[src/verilog/ssp_pkg.sv]
// Shared constants, field layouts and types for the synchronous serial audio port.
// Assumes byte addressing on a 32-bit Avalon-MM bus, one register per aligned word.
package ssp_pkg;

  // Register byte offsets
  localparam logic [7:0] REG_CTRL      = 8'h00;
  localparam logic [7:0] REG_DIVIDER   = 8'h04;
  localparam logic [7:0] REG_RX_CLKMOD = 8'h10;
  localparam logic [7:0] REG_RX_FRMMOD = 8'h14;
  localparam logic [7:0] REG_TX_CLKMOD = 8'h18;
  localparam logic [7:0] REG_TX_FRMMOD = 8'h1C;
  localparam logic [7:0] REG_RX_HOLD   = 8'h20;
  localparam logic [7:0] REG_TX_HOLD   = 8'h24;
  localparam logic [7:0] REG_RX_SYNC   = 8'h30;
  localparam logic [7:0] REG_TX_SYNC   = 8'h34;
  localparam logic [7:0] REG_RX_CMP    = 8'h38;
  localparam logic [7:0] REG_STATUS    = 8'h40;

  // Control bit positions
  localparam int CTRL_RX_EN  = 0;
  localparam int CTRL_RX_DIS = 1;
  localparam int CTRL_TX_EN  = 8;
  localparam int CTRL_TX_DIS = 9;

  // Status bit positions
  localparam int STAT_TX_FREE  = 0;
  localparam int STAT_TX_EMPTY = 1;
  localparam int STAT_RX_FULL  = 4;
  localparam int STAT_RX_OVR   = 5;
  localparam int STAT_TX_SYNC  = 10;
  localparam int STAT_RX_SYNC  = 11;
  localparam int STAT_RX_ON    = 16;
  localparam int STAT_TX_ON    = 17;

  // Reset values
  localparam logic [11:0] DIV_RESET  = 12'h000;
  localparam logic [31:0] MODE_RESET = 32'h0000_0000;

  // Side indices
  localparam int SIDE_RX = 0;
  localparam int SIDE_TX = 1;

  // Field encodings
  localparam logic [1:0] CLKSRC_DIV   = 2'h0;
  localparam logic [1:0] CLKSRC_OTHER = 2'h1;
  localparam logic [1:0] CLKSRC_PIN   = 2'h2;
  localparam logic [1:0] CLKOUT_NONE  = 2'h0;
  localparam logic [1:0] CLKOUT_CONT  = 2'h1;
  localparam logic [1:0] CLKOUT_XFER  = 2'h2;
  localparam logic [3:0] START_CONT   = 4'h0;
  localparam logic [3:0] START_OTHER  = 4'h1;
  localparam logic [3:0] START_LOW    = 4'h2;
  localparam logic [3:0] START_HIGH   = 4'h3;
  localparam logic [3:0] START_FALL   = 4'h4;
  localparam logic [3:0] START_RISE   = 4'h5;
  localparam logic [3:0] START_EDGE   = 4'h6;
  localparam logic [3:0] START_CMP    = 4'h7;
  localparam logic [2:0] FSOUT_INPUT  = 3'h0;
  localparam logic [2:0] FSOUT_NEG    = 3'h1;
  localparam logic [2:0] FSOUT_POS    = 3'h2;
  localparam logic [2:0] FSOUT_LOW    = 3'h3;
  localparam logic [2:0] FSOUT_HIGH   = 3'h4;
  localparam logic [2:0] FSOUT_TOGGLE = 3'h5;
  localparam logic [4:0] SYNC_MAX     = 5'h10;

  typedef enum logic [1:0] {
    ST_IDLE  = 2'b00,
    ST_WAIT  = 2'b01,
    ST_DELAY = 2'b10,
    ST_DATA  = 2'b11
  } ssp_state_e;

  typedef struct packed {
    logic [7:0] period;
    logic [7:0] start_delay;
    logic [3:0] rsv_a;
    logic [3:0] start_select;
    logic [2:0] rsv_b;
    logic       clock_invert;
    logic [1:0] clock_output_mode;
    logic [1:0] clock_source_select;
  } ssp_cmode_s;

  typedef struct packed {
    logic [3:0] frame_sync_length_hi;
    logic [2:0] rsv_a;
    logic       sync_edge_select;
    logic       sync_data_enable;
    logic [2:0] frame_sync_output_select;
    logic [3:0] frame_sync_length;
    logic [3:0] rsv_b;
    logic [3:0] word_count;
    logic       msb_first;
    logic [1:0] rsv_c;
    logic [4:0] word_length;
  } ssp_fmode_s;

endpackage

[src/verilog/ssp_top.sv]
// Synchronous serial audio port: divider, receiver, transmitter, Avalon-MM registers.
// Assumes clk_sys is the master clock; pin clocks are far slower and sampled here.
//
// Added by the designer: the Avalon-MM interface to the registers and the address map.
`timescale 1ns/1ps
module ssp_top (
  // System
  input  wire logic        clk_sys,
  input  wire logic        rst,
  input  wire logic        ce,
  // Avalon-MM slave
  input  wire logic [7:0]  avs_address,
  input  wire logic        avs_read,
  input  wire logic        avs_write,
  input  wire logic [31:0] avs_writedata,
  input  wire logic [3:0]  avs_byteenable,
  output      logic [31:0] avs_readdata,
  output      logic        avs_waitrequest,
  // Receive pins
  input  wire logic        receive_clock_pin_in,
  output      logic        receive_clock_pin_out,
  output      logic        receive_clock_pin_oe,
  input  wire logic        receive_frame_pin_in,
  output      logic        receive_frame_pin_out,
  output      logic        receive_frame_pin_oe,
  input  wire logic        receive_data_pin,
  // Transmit pins
  input  wire logic        transmit_clock_pin_in,
  output      logic        transmit_clock_pin_out,
  output      logic        transmit_clock_pin_oe,
  input  wire logic        transmit_frame_pin_in,
  output      logic        transmit_frame_pin_out,
  output      logic        transmit_frame_pin_oe,
  output      logic        transmit_data_pin
);

  localparam int RX = ssp_pkg::SIDE_RX;
  localparam int TX = ssp_pkg::SIDE_TX;

  logic [11:0]         div, next_div;
  ssp_pkg::ssp_cmode_s cm [2], next_cm [2];
  ssp_pkg::ssp_fmode_s fm [2], next_fm [2];
  logic [1:0]          en, next_en, syn, next_syn;
  logic [31:0]         thr, next_thr, receive_holding_register, next_rhr, rdata, next_rdata;
  logic [15:0]         tsh, next_tsh, rsh, next_rsh, rc0, next_rc0;
  logic                thr_full, next_thr_full, rx_full, next_rx_full;
  logic                ovr, next_ovr, ack, next_ack, rhr_fresh;
  logic                req, acc, wr, rd_rhr;
  logic [31:0]         bmask, wdm, stat;
  logic [11:0]         dcnt, next_dcnt;
  logic                dclk, next_dclk;
  logic [4:0]          sy1, sy2, sy3, filt, next_filt;
  logic [1:0]          base, clk_sel, ev_load, ev_done, in_data, in_xfer, syn_ev;
  logic [1:0]          fs_out_v, fs_oe_v, ck_oe_v;
  logic [31:0]         rx_word;
  logic [15:0]         rx_sync;
  logic                rx_sync_done, cmp_hit, txd;

  // Bus slave: one wait cycle, then the request is taken
  assign req             = avs_read || avs_write;
  assign acc             = req && ack && ce;
  assign wr              = acc && avs_write;
  assign rd_rhr          = acc && avs_read && avs_address == ssp_pkg::REG_RX_HOLD;
  assign avs_waitrequest = req && !(ack && ce);
  assign avs_readdata    = rdata;
  assign bmask = {{8{avs_byteenable[3]}}, {8{avs_byteenable[2]}},
                  {8{avs_byteenable[1]}}, {8{avs_byteenable[0]}}};
  assign wdm   = avs_writedata & bmask;

  always_comb begin
    stat = 32'h0000_0000;
    stat[ssp_pkg::STAT_TX_FREE]  = !thr_full;
    stat[ssp_pkg::STAT_TX_EMPTY] = !thr_full && !in_data[TX];
    stat[ssp_pkg::STAT_RX_FULL]  = rx_full;
    stat[ssp_pkg::STAT_RX_OVR]   = ovr;
    stat[ssp_pkg::STAT_TX_SYNC]  = syn[TX];
    stat[ssp_pkg::STAT_RX_SYNC]  = syn[RX];
    stat[ssp_pkg::STAT_RX_ON]    = en[RX];
    stat[ssp_pkg::STAT_TX_ON]    = en[TX];
  end

  always_comb begin
    next_div = div;  next_cm = cm;  next_fm = fm;  next_en = en;  next_thr = thr;
    next_tsh = tsh;  next_rc0 = rc0;  next_rhr = receive_holding_register;  next_rsh = rsh;
    next_thr_full = thr_full;  next_rx_full = rx_full;  next_ovr = ovr;  next_syn = syn;
    next_ack = req && !ack;
    next_rdata = rdata;
    if (req && !ack) begin
      unique case (avs_address)
        ssp_pkg::REG_DIVIDER:   next_rdata = {20'h00000, div};
        ssp_pkg::REG_RX_CLKMOD: next_rdata = cm[RX];
        ssp_pkg::REG_RX_FRMMOD: next_rdata = fm[RX];
        ssp_pkg::REG_TX_CLKMOD: next_rdata = cm[TX];
        ssp_pkg::REG_TX_FRMMOD: next_rdata = fm[TX];
        ssp_pkg::REG_RX_HOLD:   next_rdata = receive_holding_register;
        ssp_pkg::REG_RX_SYNC:   next_rdata = {16'h0000, rsh};
        ssp_pkg::REG_TX_SYNC:   next_rdata = {16'h0000, tsh};
        ssp_pkg::REG_RX_CMP:    next_rdata = {16'h0000, rc0};
        ssp_pkg::REG_STATUS:    next_rdata = stat;
        default:                next_rdata = 32'h0000_0000;
      endcase
    end
    if (wr) begin
      unique case (avs_address)
        ssp_pkg::REG_CTRL: begin
          if (wdm[ssp_pkg::CTRL_RX_EN])  next_en[RX] = 1'b1;
          if (wdm[ssp_pkg::CTRL_RX_DIS]) next_en[RX] = 1'b0;
          if (wdm[ssp_pkg::CTRL_TX_EN])  next_en[TX] = 1'b1;
          if (wdm[ssp_pkg::CTRL_TX_DIS]) next_en[TX] = 1'b0;
        end
        ssp_pkg::REG_DIVIDER:   next_div = (div & ~bmask[11:0]) | wdm[11:0];
        ssp_pkg::REG_RX_CLKMOD: next_cm[RX] = (cm[RX] & ~bmask) | wdm;
        ssp_pkg::REG_RX_FRMMOD: next_fm[RX] = (fm[RX] & ~bmask) | wdm;
        ssp_pkg::REG_TX_CLKMOD: next_cm[TX] = (cm[TX] & ~bmask) | wdm;
        ssp_pkg::REG_TX_FRMMOD: next_fm[TX] = (fm[TX] & ~bmask) | wdm;
        ssp_pkg::REG_TX_HOLD:   next_thr = (thr & ~bmask) | wdm;
        ssp_pkg::REG_TX_SYNC:   next_tsh = (tsh & ~bmask[15:0]) | wdm[15:0];
        ssp_pkg::REG_RX_CMP:    next_rc0 = (rc0 & ~bmask[15:0]) | wdm[15:0];
        default:                next_div = div;
      endcase
    end
    // read empties, write fills
    // A word that landed after the read snapshot stays full
    if (rd_rhr && !rhr_fresh) next_rx_full = 1'b0;
    if (acc && avs_read && avs_address == ssp_pkg::REG_STATUS) begin
      // Clear only what the snapshot reported, so a fresh set survives
      next_ovr = ovr && !rdata[ssp_pkg::STAT_RX_OVR];
      next_syn = syn & ~{rdata[ssp_pkg::STAT_TX_SYNC], rdata[ssp_pkg::STAT_RX_SYNC]};
    end
    if (ev_load[TX]) next_thr_full = 1'b0;
    if (wr && avs_address == ssp_pkg::REG_TX_HOLD) next_thr_full = 1'b1;
    if (ev_done[RX]) begin
      next_rhr = rx_word;
      next_rx_full = 1'b1;
      if (rx_full && !rd_rhr) next_ovr = 1'b1;
    end
    if (rx_sync_done) next_rsh = rx_sync;
    next_syn = next_syn | syn_ev;
  end

  always_ff @(posedge clk_sys or posedge rst) begin
    if (rst) begin
      div <= ssp_pkg::DIV_RESET;
      cm[RX] <= ssp_pkg::MODE_RESET;
      cm[TX] <= ssp_pkg::MODE_RESET;
      fm[RX] <= ssp_pkg::MODE_RESET;
      fm[TX] <= ssp_pkg::MODE_RESET;
      en <= 2'b00;  syn <= 2'b00;  thr <= 32'h0000_0000;  receive_holding_register <= 32'h0000_0000;
      rdata <= 32'h0000_0000;  tsh <= 16'h0000;  rsh <= 16'h0000;  rc0 <= 16'h0000;
      thr_full <= 1'b0;  rx_full <= 1'b0;  ovr <= 1'b0;  ack <= 1'b0;
      rhr_fresh <= 1'b0;
    end else if (ce) begin
      div <= next_div;  cm <= next_cm;  fm <= next_fm;  en <= next_en;  syn <= next_syn;
      thr <= next_thr;  receive_holding_register <= next_rhr;  rdata <= next_rdata;  tsh <= next_tsh;
      rsh <= next_rsh;  rc0 <= next_rc0;  thr_full <= next_thr_full;
      rx_full <= next_rx_full;  ovr <= next_ovr;  ack <= next_ack;
      rhr_fresh <= ev_done[RX];
    end
  end

  // Pin synchronisers: a change counts once stages two and three agree
  always_comb begin
    next_filt = (sy2 & sy3) | (filt & (sy2 ^ sy3));
    next_dclk = 1'b0;
    next_dcnt = 12'h000;
    if (div != 12'h000) begin
      next_dclk = dclk;
      next_dcnt = dcnt + 12'h001;
      if (dcnt >= div - 12'h001) begin
        next_dcnt = 12'h000;
        next_dclk = !dclk;
      end
    end
  end

  always_ff @(posedge clk_sys or posedge rst) begin
    if (rst) begin
      sy1 <= 5'h00;  sy2 <= 5'h00;  sy3 <= 5'h00;  filt <= 5'h00;
      dcnt <= 12'h000;  dclk <= 1'b0;
    end else if (ce) begin
      sy1 <= {receive_data_pin, transmit_frame_pin_in, receive_frame_pin_in,
              transmit_clock_pin_in, receive_clock_pin_in};
      sy2 <= sy1;  sy3 <= sy2;  filt <= next_filt;
      dcnt <= next_dcnt;  dclk <= next_dclk;
    end
  end

  for (genvar s = 0; s < 2; s++) begin : g_side
    localparam int O = 1 - s;
    ssp_pkg::ssp_state_e st, next_st;
    logic [7:0] cnt, next_cnt;
    logic [3:0] wn, next_wn;
    logic [31:0] sh, next_sh, wmask;
    logic [15:0] ssh, next_ssh;
    logic [8:0] pc, next_pc, fsc, next_fsc, plen;
    logic tg, next_tg, fso, next_fso, icp, fsp, fslp, fsl;
    logic iclk, ben, sev, trig, sync_on, word_go;
    logic [5:0] wlen;
    logic [4:0] slen;

    assign base[s]    = (cm[s].clock_source_select == ssp_pkg::CLKSRC_PIN) ? filt[s] : dclk;
    assign clk_sel[s] = (cm[s].clock_source_select == ssp_pkg::CLKSRC_OTHER) ? base[O] : base[s];
    assign iclk = clk_sel[s] ^ cm[s].clock_invert;
    assign ben  = ce && ((s == RX) ? (iclk && !icp) : (!iclk && icp));
    assign fsl  = fs_oe_v[s] ? fso : filt[2 + s];
    assign wlen = {1'b0, fm[s].word_length} + 6'h01;
    assign wmask = ~(32'hFFFF_FFFF << wlen);
    assign plen = {1'b0, fm[s].frame_sync_length_hi, fm[s].frame_sync_length} + 9'h001;
    assign slen = (plen > {4'h0, ssp_pkg::SYNC_MAX}) ? ssp_pkg::SYNC_MAX : plen[4:0];
    assign sync_on = (s == RX) || (fm[s].sync_data_enable
                     && cm[s].start_select != ssp_pkg::START_CONT);
    assign trig = ben && ((cm[s].period != 8'h00) ? (pc == 9'h000)
                                                  : (st == ssp_pkg::ST_WAIT && sev));
    assign in_data[s] = st == ssp_pkg::ST_DATA;
    assign in_xfer[s] = st == ssp_pkg::ST_DATA || st == ssp_pkg::ST_DELAY;
    assign fs_out_v[s] = fso;
    assign fs_oe_v[s]  = fm[s].frame_sync_output_select != ssp_pkg::FSOUT_INPUT;
    assign ck_oe_v[s] = cm[s].clock_output_mode == ssp_pkg::CLKOUT_CONT
                     || (cm[s].clock_output_mode == ssp_pkg::CLKOUT_XFER && in_xfer[s]);
    assign syn_ev[s] = ce && (fm[s].sync_edge_select ? (fslp && !fsl) : (!fslp && fsl));

    always_comb begin
      unique case (cm[s].start_select)
        ssp_pkg::START_CONT:  sev = (s == TX) ? thr_full : 1'b1;
        ssp_pkg::START_OTHER: sev = in_xfer[O];
        ssp_pkg::START_LOW:   sev = !fsl;
        ssp_pkg::START_HIGH:  sev = fsl;
        ssp_pkg::START_FALL:  sev = fsp && !fsl;
        ssp_pkg::START_RISE:  sev = !fsp && fsl;
        ssp_pkg::START_EDGE:  sev = fsp != fsl;
        ssp_pkg::START_CMP:   sev = (s == RX) && cmp_hit;
        default:              sev = 1'b0;
      endcase
    end

    always_comb begin
      next_st = st;  next_cnt = cnt;  next_wn = wn;  next_sh = sh;  next_ssh = ssh;
      next_pc = pc;  next_fsc = fsc;  next_tg = tg;  word_go = 1'b0;
      ev_load[s] = 1'b0;
      ev_done[s] = 1'b0;
      if (!en[s]) begin
        next_st = ssp_pkg::ST_IDLE;
      end else if (ben) begin
        unique case (st)
          ssp_pkg::ST_IDLE: next_st = ssp_pkg::ST_WAIT;
          ssp_pkg::ST_WAIT: if (sev) begin
            next_cnt = 8'h00;
            next_wn  = 4'h0;
            next_st  = (cm[s].start_delay == 8'h00) ? ssp_pkg::ST_DATA : ssp_pkg::ST_DELAY;
            word_go  = cm[s].start_delay == 8'h00;
          end
          ssp_pkg::ST_DELAY: begin
            if (s == RX && {3'h0, slen} > cnt) next_ssh = {ssh[14:0], filt[4]};
            next_cnt = cnt + 8'h01;
            if (cnt >= cm[s].start_delay - 8'h01) begin
              next_st  = ssp_pkg::ST_DATA;
              next_cnt = 8'h00;
              word_go  = 1'b1;
            end
          end
          ssp_pkg::ST_DATA: begin
            if (s == RX) begin
              next_sh = fm[s].msb_first ? {sh[30:0], filt[4]} : {filt[4], sh[31:1]};
            end
            next_cnt = cnt + 8'h01;
            if (cnt == {2'b00, wlen - 6'h01}) begin
              ev_done[s] = 1'b1;
              next_cnt = 8'h00;
              if (wn == fm[s].word_count) begin
                next_st = ssp_pkg::ST_WAIT;
              end else begin
                next_wn = wn + 4'h1;
                word_go = 1'b1;
              end
            end
          end
        endcase
        if (word_go && s == TX) begin
          next_sh = thr_full ? thr : 32'h0000_0000;
          ev_load[s] = thr_full;
        end
        if (cm[s].period != 8'h00) next_pc = (pc == 9'h000) ? {cm[s].period, 1'b1} : pc - 9'h001;
        if (trig) begin
          next_fsc = plen;
          next_tg  = !tg;
        end else if (fsc != 9'h000) begin
          next_fsc = fsc - 9'h001;
        end
      end
      unique case (fm[s].frame_sync_output_select)
        ssp_pkg::FSOUT_INPUT:  next_fso = fso;
        ssp_pkg::FSOUT_NEG:    next_fso = next_fsc == 9'h000;
        ssp_pkg::FSOUT_POS:    next_fso = next_fsc != 9'h000;
        ssp_pkg::FSOUT_LOW:    next_fso = next_st != ssp_pkg::ST_DATA;
        ssp_pkg::FSOUT_HIGH:   next_fso = next_st == ssp_pkg::ST_DATA;
        ssp_pkg::FSOUT_TOGGLE: next_fso = next_tg;
        default:               next_fso = 1'b0;
      endcase
    end

    always_ff @(posedge clk_sys or posedge rst) begin
      if (rst) begin
        st <= ssp_pkg::ST_IDLE;  cnt <= 8'h00;  wn <= 4'h0;  sh <= 32'h0000_0000;
        ssh <= 16'h0000;  pc <= 9'h000;  fsc <= 9'h000;  tg <= 1'b0;  fso <= 1'b0;
        icp <= 1'b0;  fsp <= 1'b0;  fslp <= 1'b0;
      end else if (ce) begin
        st <= next_st;  cnt <= next_cnt;  wn <= next_wn;  sh <= next_sh;  ssh <= next_ssh;
        pc <= next_pc;  fsc <= next_fsc;  tg <= next_tg;  fso <= next_fso;
        icp <= iclk;  fslp <= fsl;
        if (ben) fsp <= fsl;
      end
    end

    if (s == RX) begin : g_rx
      logic [15:0] hist, smask;
      assign smask = ~(16'hFFFF << slen);
      assign cmp_hit = ((hist ^ rc0) & smask) == 16'h0000;
      assign rx_word = fm[s].msb_first ? (next_sh & wmask) : (next_sh >> (6'h20 - wlen));
      // Sync word ends when the last sync bit lands
      assign rx_sync = next_ssh & smask;
      assign rx_sync_done = ben && st == ssp_pkg::ST_DELAY && {3'h0, slen} == cnt + 8'h01;
      always_ff @(posedge clk_sys or posedge rst) begin
        if (rst) hist <= 16'h0000;
        else if (ben) hist <= {hist[14:0], filt[4]};
      end
    end else begin : g_tx
      logic [4:0] didx, sidx;
      logic       next_txd;
      assign didx = fm[s].msb_first ? (wlen[4:0] - 5'h01 - next_cnt[4:0]) : next_cnt[4:0];
      assign sidx = slen - 5'h01 - next_cnt[4:0];
      always_comb begin
        next_txd = 1'b0;
        if (next_st == ssp_pkg::ST_DATA) next_txd = next_sh[didx];
        else if (next_st == ssp_pkg::ST_DELAY && sync_on && {3'h0, slen} > next_cnt)
          next_txd = tsh[sidx[3:0]];
      end
      always_ff @(posedge clk_sys or posedge rst) begin
        if (rst) txd <= 1'b0;
        else if (ben) txd <= next_txd;
      end
    end
  end

  assign receive_clock_pin_out  = clk_sel[RX];
  assign receive_clock_pin_oe   = ck_oe_v[RX];
  assign transmit_clock_pin_out = clk_sel[TX];
  assign transmit_clock_pin_oe  = ck_oe_v[TX];
  assign receive_frame_pin_out  = fs_out_v[RX];
  assign receive_frame_pin_oe   = fs_oe_v[RX];
  assign transmit_frame_pin_out = fs_out_v[TX];
  assign transmit_frame_pin_oe  = fs_oe_v[TX];
  assign transmit_data_pin      = txd;
endmodule // ssp_top

[config.mk]
export PLATFORM = sky130hd
export DESIGN_NAME = ssp_top
export DESIGN_NICKNAME = d
export VERILOG_FILES = /design/src/verilog/ssp_pkg.sv /design/src/verilog/ssp_top.sv
export SDC_FILE = /design/constraint.sdc
export NUM_CORES = 2
export LEC_CHECK = 0
export ABC_AREA = 1
export ABC_CLOCK_PERIOD_IN_PS = 17970
export BUFFER_PORTS_ARGS = -buffer_cell sky130_fd_sc_hd__clkbuf_2
export CAP_MARGIN = 10
export CORE_MARGIN = 4
export CORE_UTILIZATION = 49
export CTS_CLUSTER_DIAMETER = 30
export DETAILED_ROUTE_END_ITERATION = 8
export GPL_ROUTABILITY_DRIVEN = 0
export PLACE_DENSITY = 0.66
export SLEW_MARGIN = 30
export SYNTH_ARGS = -nofsm -noshare
export SYNTH_HDL_FRONTEND = slang
export SYNTH_SLANG_ARGS = --single-unit
[constraint.sdc]
create_clock -name clk_sys -period 17.97 [get_ports clk_sys]
set_clock_uncertainty 0.1 [all_clocks]
set_input_delay 0 -clock clk_sys [delete_from_list [all_inputs] [get_ports clk_sys]]
set_output_delay 0 -clock clk_sys [all_outputs]
set_load 0.05 [all_outputs]
# Word level (Yosys, flattened, before mapping)
# Cells that the tools add are included.
dict set report word_totals {
  word_cells 458
  input_bits 54
  ff_bits 497
  output_inout_bits 42
}
dict set report classes {
  n_mux 117
  shift 3
  n_reduce_logical 118
  magnitude_cmp 9
  n_eq_ne 67
  bitwise 37
  addsub 23
}
# op n
set op_table {}
lappend op_table {{$pmux 32 s10} 1}
lappend op_table {{$mux 32} 9}
lappend op_table {{$and 32x32->32} 7}
lappend op_table {{$or 32x32->32} 5}
lappend op_table {{$mux 9} 10}
lappend op_table {{$and 16x16->16} 4}
lappend op_table {{$mux 16} 4}
lappend op_table {{$mux 8} 8}
lappend op_table {{$not 32->32} 2}
lappend op_table {{$mux 1} 48}
lappend op_table {{$pmux 8 s3} 2}
lappend op_table {{$eq 8x6->1 const B} 5}
lappend op_table {{$logic_and 1x1->1} 39}
lappend op_table {{$logic_not 9->1} 4}
lappend op_table {{$reduce_bool 9->1} 4}
lappend op_table {{$sub 9x1->9 const B} 4}
lappend op_table {{$eq 8x5->1 const B} 4}
lappend op_table {{$not 16->16} 2}
lappend op_table {{$or 16x16->16} 2}
lappend op_table {{$shl 32x6->32 const A} 1}
lappend op_table {{$shr 32x6->32} 1}
lappend op_table {{$eq 4x3->1 const B} 7}
lappend op_table {{$mux 2} 13}
lappend op_table {{$logic_not 8->1} 3}
lappend op_table {{other kinds (74)} 185}

# Logic depth before layout (Yosys ltp)
dict set report depth {
  word_depth 16
  mapped_depth 30
  ltp_nobuf 30
}

# Worst setup path before layout
# No wires, ideal clock.
dict set report synth_timing {
  path_kind {register -> register}
  start {reg with a tool-made name}
  end {reg txd, in the netlist transmit_data_pin}
  synth_period_minus_slack_ps 4390
  t_arrival_ps 4212
  t_required_ps 17792
  n_path_buf 0
  setup_time_ps 78
  setup_slack_ps 13580
  path_stages_with_launch 25
  cell_sequence {dfrtp_1 nor2_1 nand2_1 o21ai_2 inv_1 ha_1 o311ai_0 nand2_1 o211ai_1 o21ai_2 nand2_2 nand2_2 inv_1 ha_1 inv_1 fa_1 inv_1 o21ai_0 o221ai_1 nand2_1 a21oi_1 nand3_1 nor4_1 a21boi_0 a21boi_1}
}
# item line_no
set synth_lines {}
lappend synth_lines {{to (signal assigned)} ssp_top.sv:339} ;# else if (ben) txd <= next_txd;
lappend synth_lines {{to (decl)} ssp_top.sv:57} ;# logic rx_sync_done, cmp_hit, txd;

==> flow_summary.json <==
{
  "status": "finished clean",
  "synth_top_family_by_area": "simple AND/OR/NAND/NOR gates",
  "dieHeight_um": 247,
  "hold_class": "in -> reg",
  "drtIter0Drc": 2929,
  "yosysTopAreaCellShare_pct": 44.4,
  "synth-async-reset-ratio_pct": 100,
  "setup-tns-final_ns": 0,
  "cts-root-buf": "clkbuf_16",
  "die_width_um": 247,
  "cts_tree": "yes",
  "ys_top_cells_by_area": "dfrtp_1, nand2_1, o21ai_0",
  "synthFlopType": "dfrtp_1",
  "setup_viol": 0,
  "maxSlewHeadroom_pct": 35.5,
  "crit_type": "reg -> reg",
  "hpwl_mm": 68.0,
  "ios": 96,
  "synth-edff-count": 0,
  "ys_ff_latch": 497,
  "start_util_pct": 49.5,
  "hold_viol": 0,
  "worstPathRequired_ns": 18.39,
  "final_layout_size_suffix_gt1_share_pct": 10.4,
  "rsz0062_at_grt": "false",
  "netlist_top_cells_count": "nand2_1, o21ai_0, dfrtp_1, inv_1, nor2_1",
  "yosys.area_share.simple_pct": 23.8,
  "port_buffers": 95,
  "antenna_cells": 0,
  "std_cell_rows": 87,
  "fin_nets": 3948,
  "min_period_ns": 5.57,
  "drt_wl_total_mm": 95.2,
  "drtAntennaViolNets": 0,
  "cp_max_fo": 64,
  "ys_seq_area_share_pct": 44.4,
  "core_um2": 56500,
  "drc_errors": 0,
  "cp-end-kind": "flop",
  "yosysUniqueCellTypes": 65,
  "dr.pass1.iters": 7,
  "viasPerCell": 5.75,
  "power.total_mw": 4.03,
  "cts_sinks": 497,
  "area_growth_syn_to_layout_pct": 21.0,
  "syn_area_um2": 28000,
  "synth_compound_area_share_pct": 18.0,
  "clock_path_buffers": 3,
  "drv_slew": 0,
  "antenna_found_initial": 1,
  "max-cap-violations": 0,
  "peakVddDrop_v": 0.0000853,
  "grt_usage_pct": 30.9,
  "vias": 26822,
  "clk_pin_slew_worst_paths_ns": 0.05,
  "synthMuxAreaShare_pct": 0.514,
  "yosysMostFrequentCell": "nand2_1",
  "htreeDepth": 3,
  "power.density_nw_per_um2": 119,
  "wire_per_inst_um": 20.4,
  "synth_warnings": 0,
  "cts-resized-gates": 0,
  "numCtsBuffers": 113,
  "synth_xor_xnor_area_share_pct": 2.94,
  "grt_max_degree": 165,
  "die_area_um2": 61000,
  "critical_path_arrival_ns": 5.98,
  "grt_remaining_overflow": 0,
  "p_leak_nw": 16.3,
  "synth_top_area_cell": "dfrtp_1",
  "syn_avg_cell_area_um2": 7.66,
  "period_share_pct": 31.0,
  "syn_nets": 3782,
  "grt_pass1_vias": 25219,
  "worst_setup_path_start_kind": "flop",
  "insertion_delay_ns": 0.66,
  "clock.fmax_ghz": 0.180,
  "synthCells": 3652,
  "grt_pass1_wl_mm": 146,
  "tightest_slew_ns": 0.959,
  "synthAdderAreaFrac_pct": 3.45
}
[report_power, final]
part           internal (mW)  switching [mW]  leakage (nW)
Combinational          0.194           0.410          7.68
Clock                   1.48           0.683          1.95
Sequential              1.19          0.0775          6.70
[cells by family after synthesis]
group	after synthesis
AOI/OAI and AO/OA	877
DFF	497
and+or+nand+nor	1599
buffers and inverters	495
muxes	14
xor gates and xnor gates	94
adders and majority gates	76
[per-stage QoR]
step	cell area, um2	hold WS (ns)	cells	setup WS (ns)	utilization (%)
6_report	33900	0.0489	4667	12.40	59.9
4_1_cts	33800	0.00650	4665	12.25	59.8
3_5_place_dp	29100	0.106	4393	12.28	51.5
2_1_floorplan	28000	0.0166	3652	4.00	-
5_1_grt	33900	0.0299	4667	11.73	59.9
3_3_place_gp	29100	0.103	4392	12.48	51.5
[cell type report]
cell class              instances  area [um2]
inverters                     357        1360
clock buffers                 138        3130
fillers                      5063       22600
multi-input cells            2660       13700
clock inverters                70         926
flip-flops and latches        497       12400
repair buffers                189        1390
well taps                     756         946
[cell usage in the layout, fill, tap and decap left out, types with 18 or more instances in the layout]
cell type,netlist,routed
o211ai_1,44,44
inv_1,334,332
nand3_1,187,187
nor3_1,45,43
clkbuf_2,0,95
o21ai_1,72,72
a21oi_1,73,72
nand4_1,40,40
xnor2_1,18,18
a22o_1,18,18
dfrtp_1,497,496
xor2_1,76,76
a221oi_1,32,32
o22ai_1,20,20
nand2_1,1012,1012
nor2_1,251,247
dlygate4sd3_1,0,65
clkbuf_16,0,116
clkinv_2,1,20
buf_4,4,24
o21ai_0,504,504
a31oi_1,32,32
ha_1,74,74
[final timing paths]
check / from / to / slack [ns] / cells after the start
worst max-delay path: flop / receive_holding_register[5] / 12.40 / 18
max in group asynchronous: rst / g_side[1].cnt[1] / 15.72 / 6
worst min-delay path: avs_address[1] / en[0] / 0.05 / 6
min in group asynchronous: rst / avs_readdata[21] / 0.52 / 4
worst max register to register: flop / receive_holding_register[5] / 12.40 / 18
worst min register to register: sy1[1] / sy1[1] / 0.37 / 2
[routing by layer]
metal	up-vias	share of wire, %	GRT usage [%]
li1	12600	-	-
met1	12673	41	41.7
met2	1259	44	47.6
met3	290	9.7	6.91
met4	0	5.2	14.2
met5	-	0	0
[timing repair]
action / in CTS / in global routing
setup buffers: 0 / 0
hold buffers: 64 / 1
hold endpoints to repair: 369 / 15
[critical path, cell delays in order (launching register included)]
cell and delay [ns]:
dfrtp_1 0.32, buf_4 0.36, clkinv_1 0.70, ha_1 0.65
nand2_1 0.18, nor2_1 0.07, nor2_1 0.13, a21oi_2 0.04
buf_4 0.24, inv_1 0.64, o221ai_1 0.19, nor3_1 0.45
nand2_1 0.21, clkinv_2 0.59, o21ai_0 0.20, inv_1 0.10
o211ai_1 0.09, o21ai_1 0.08, inv_1 0.06
No activity file was read; power rests on OpenSTA's default activity.
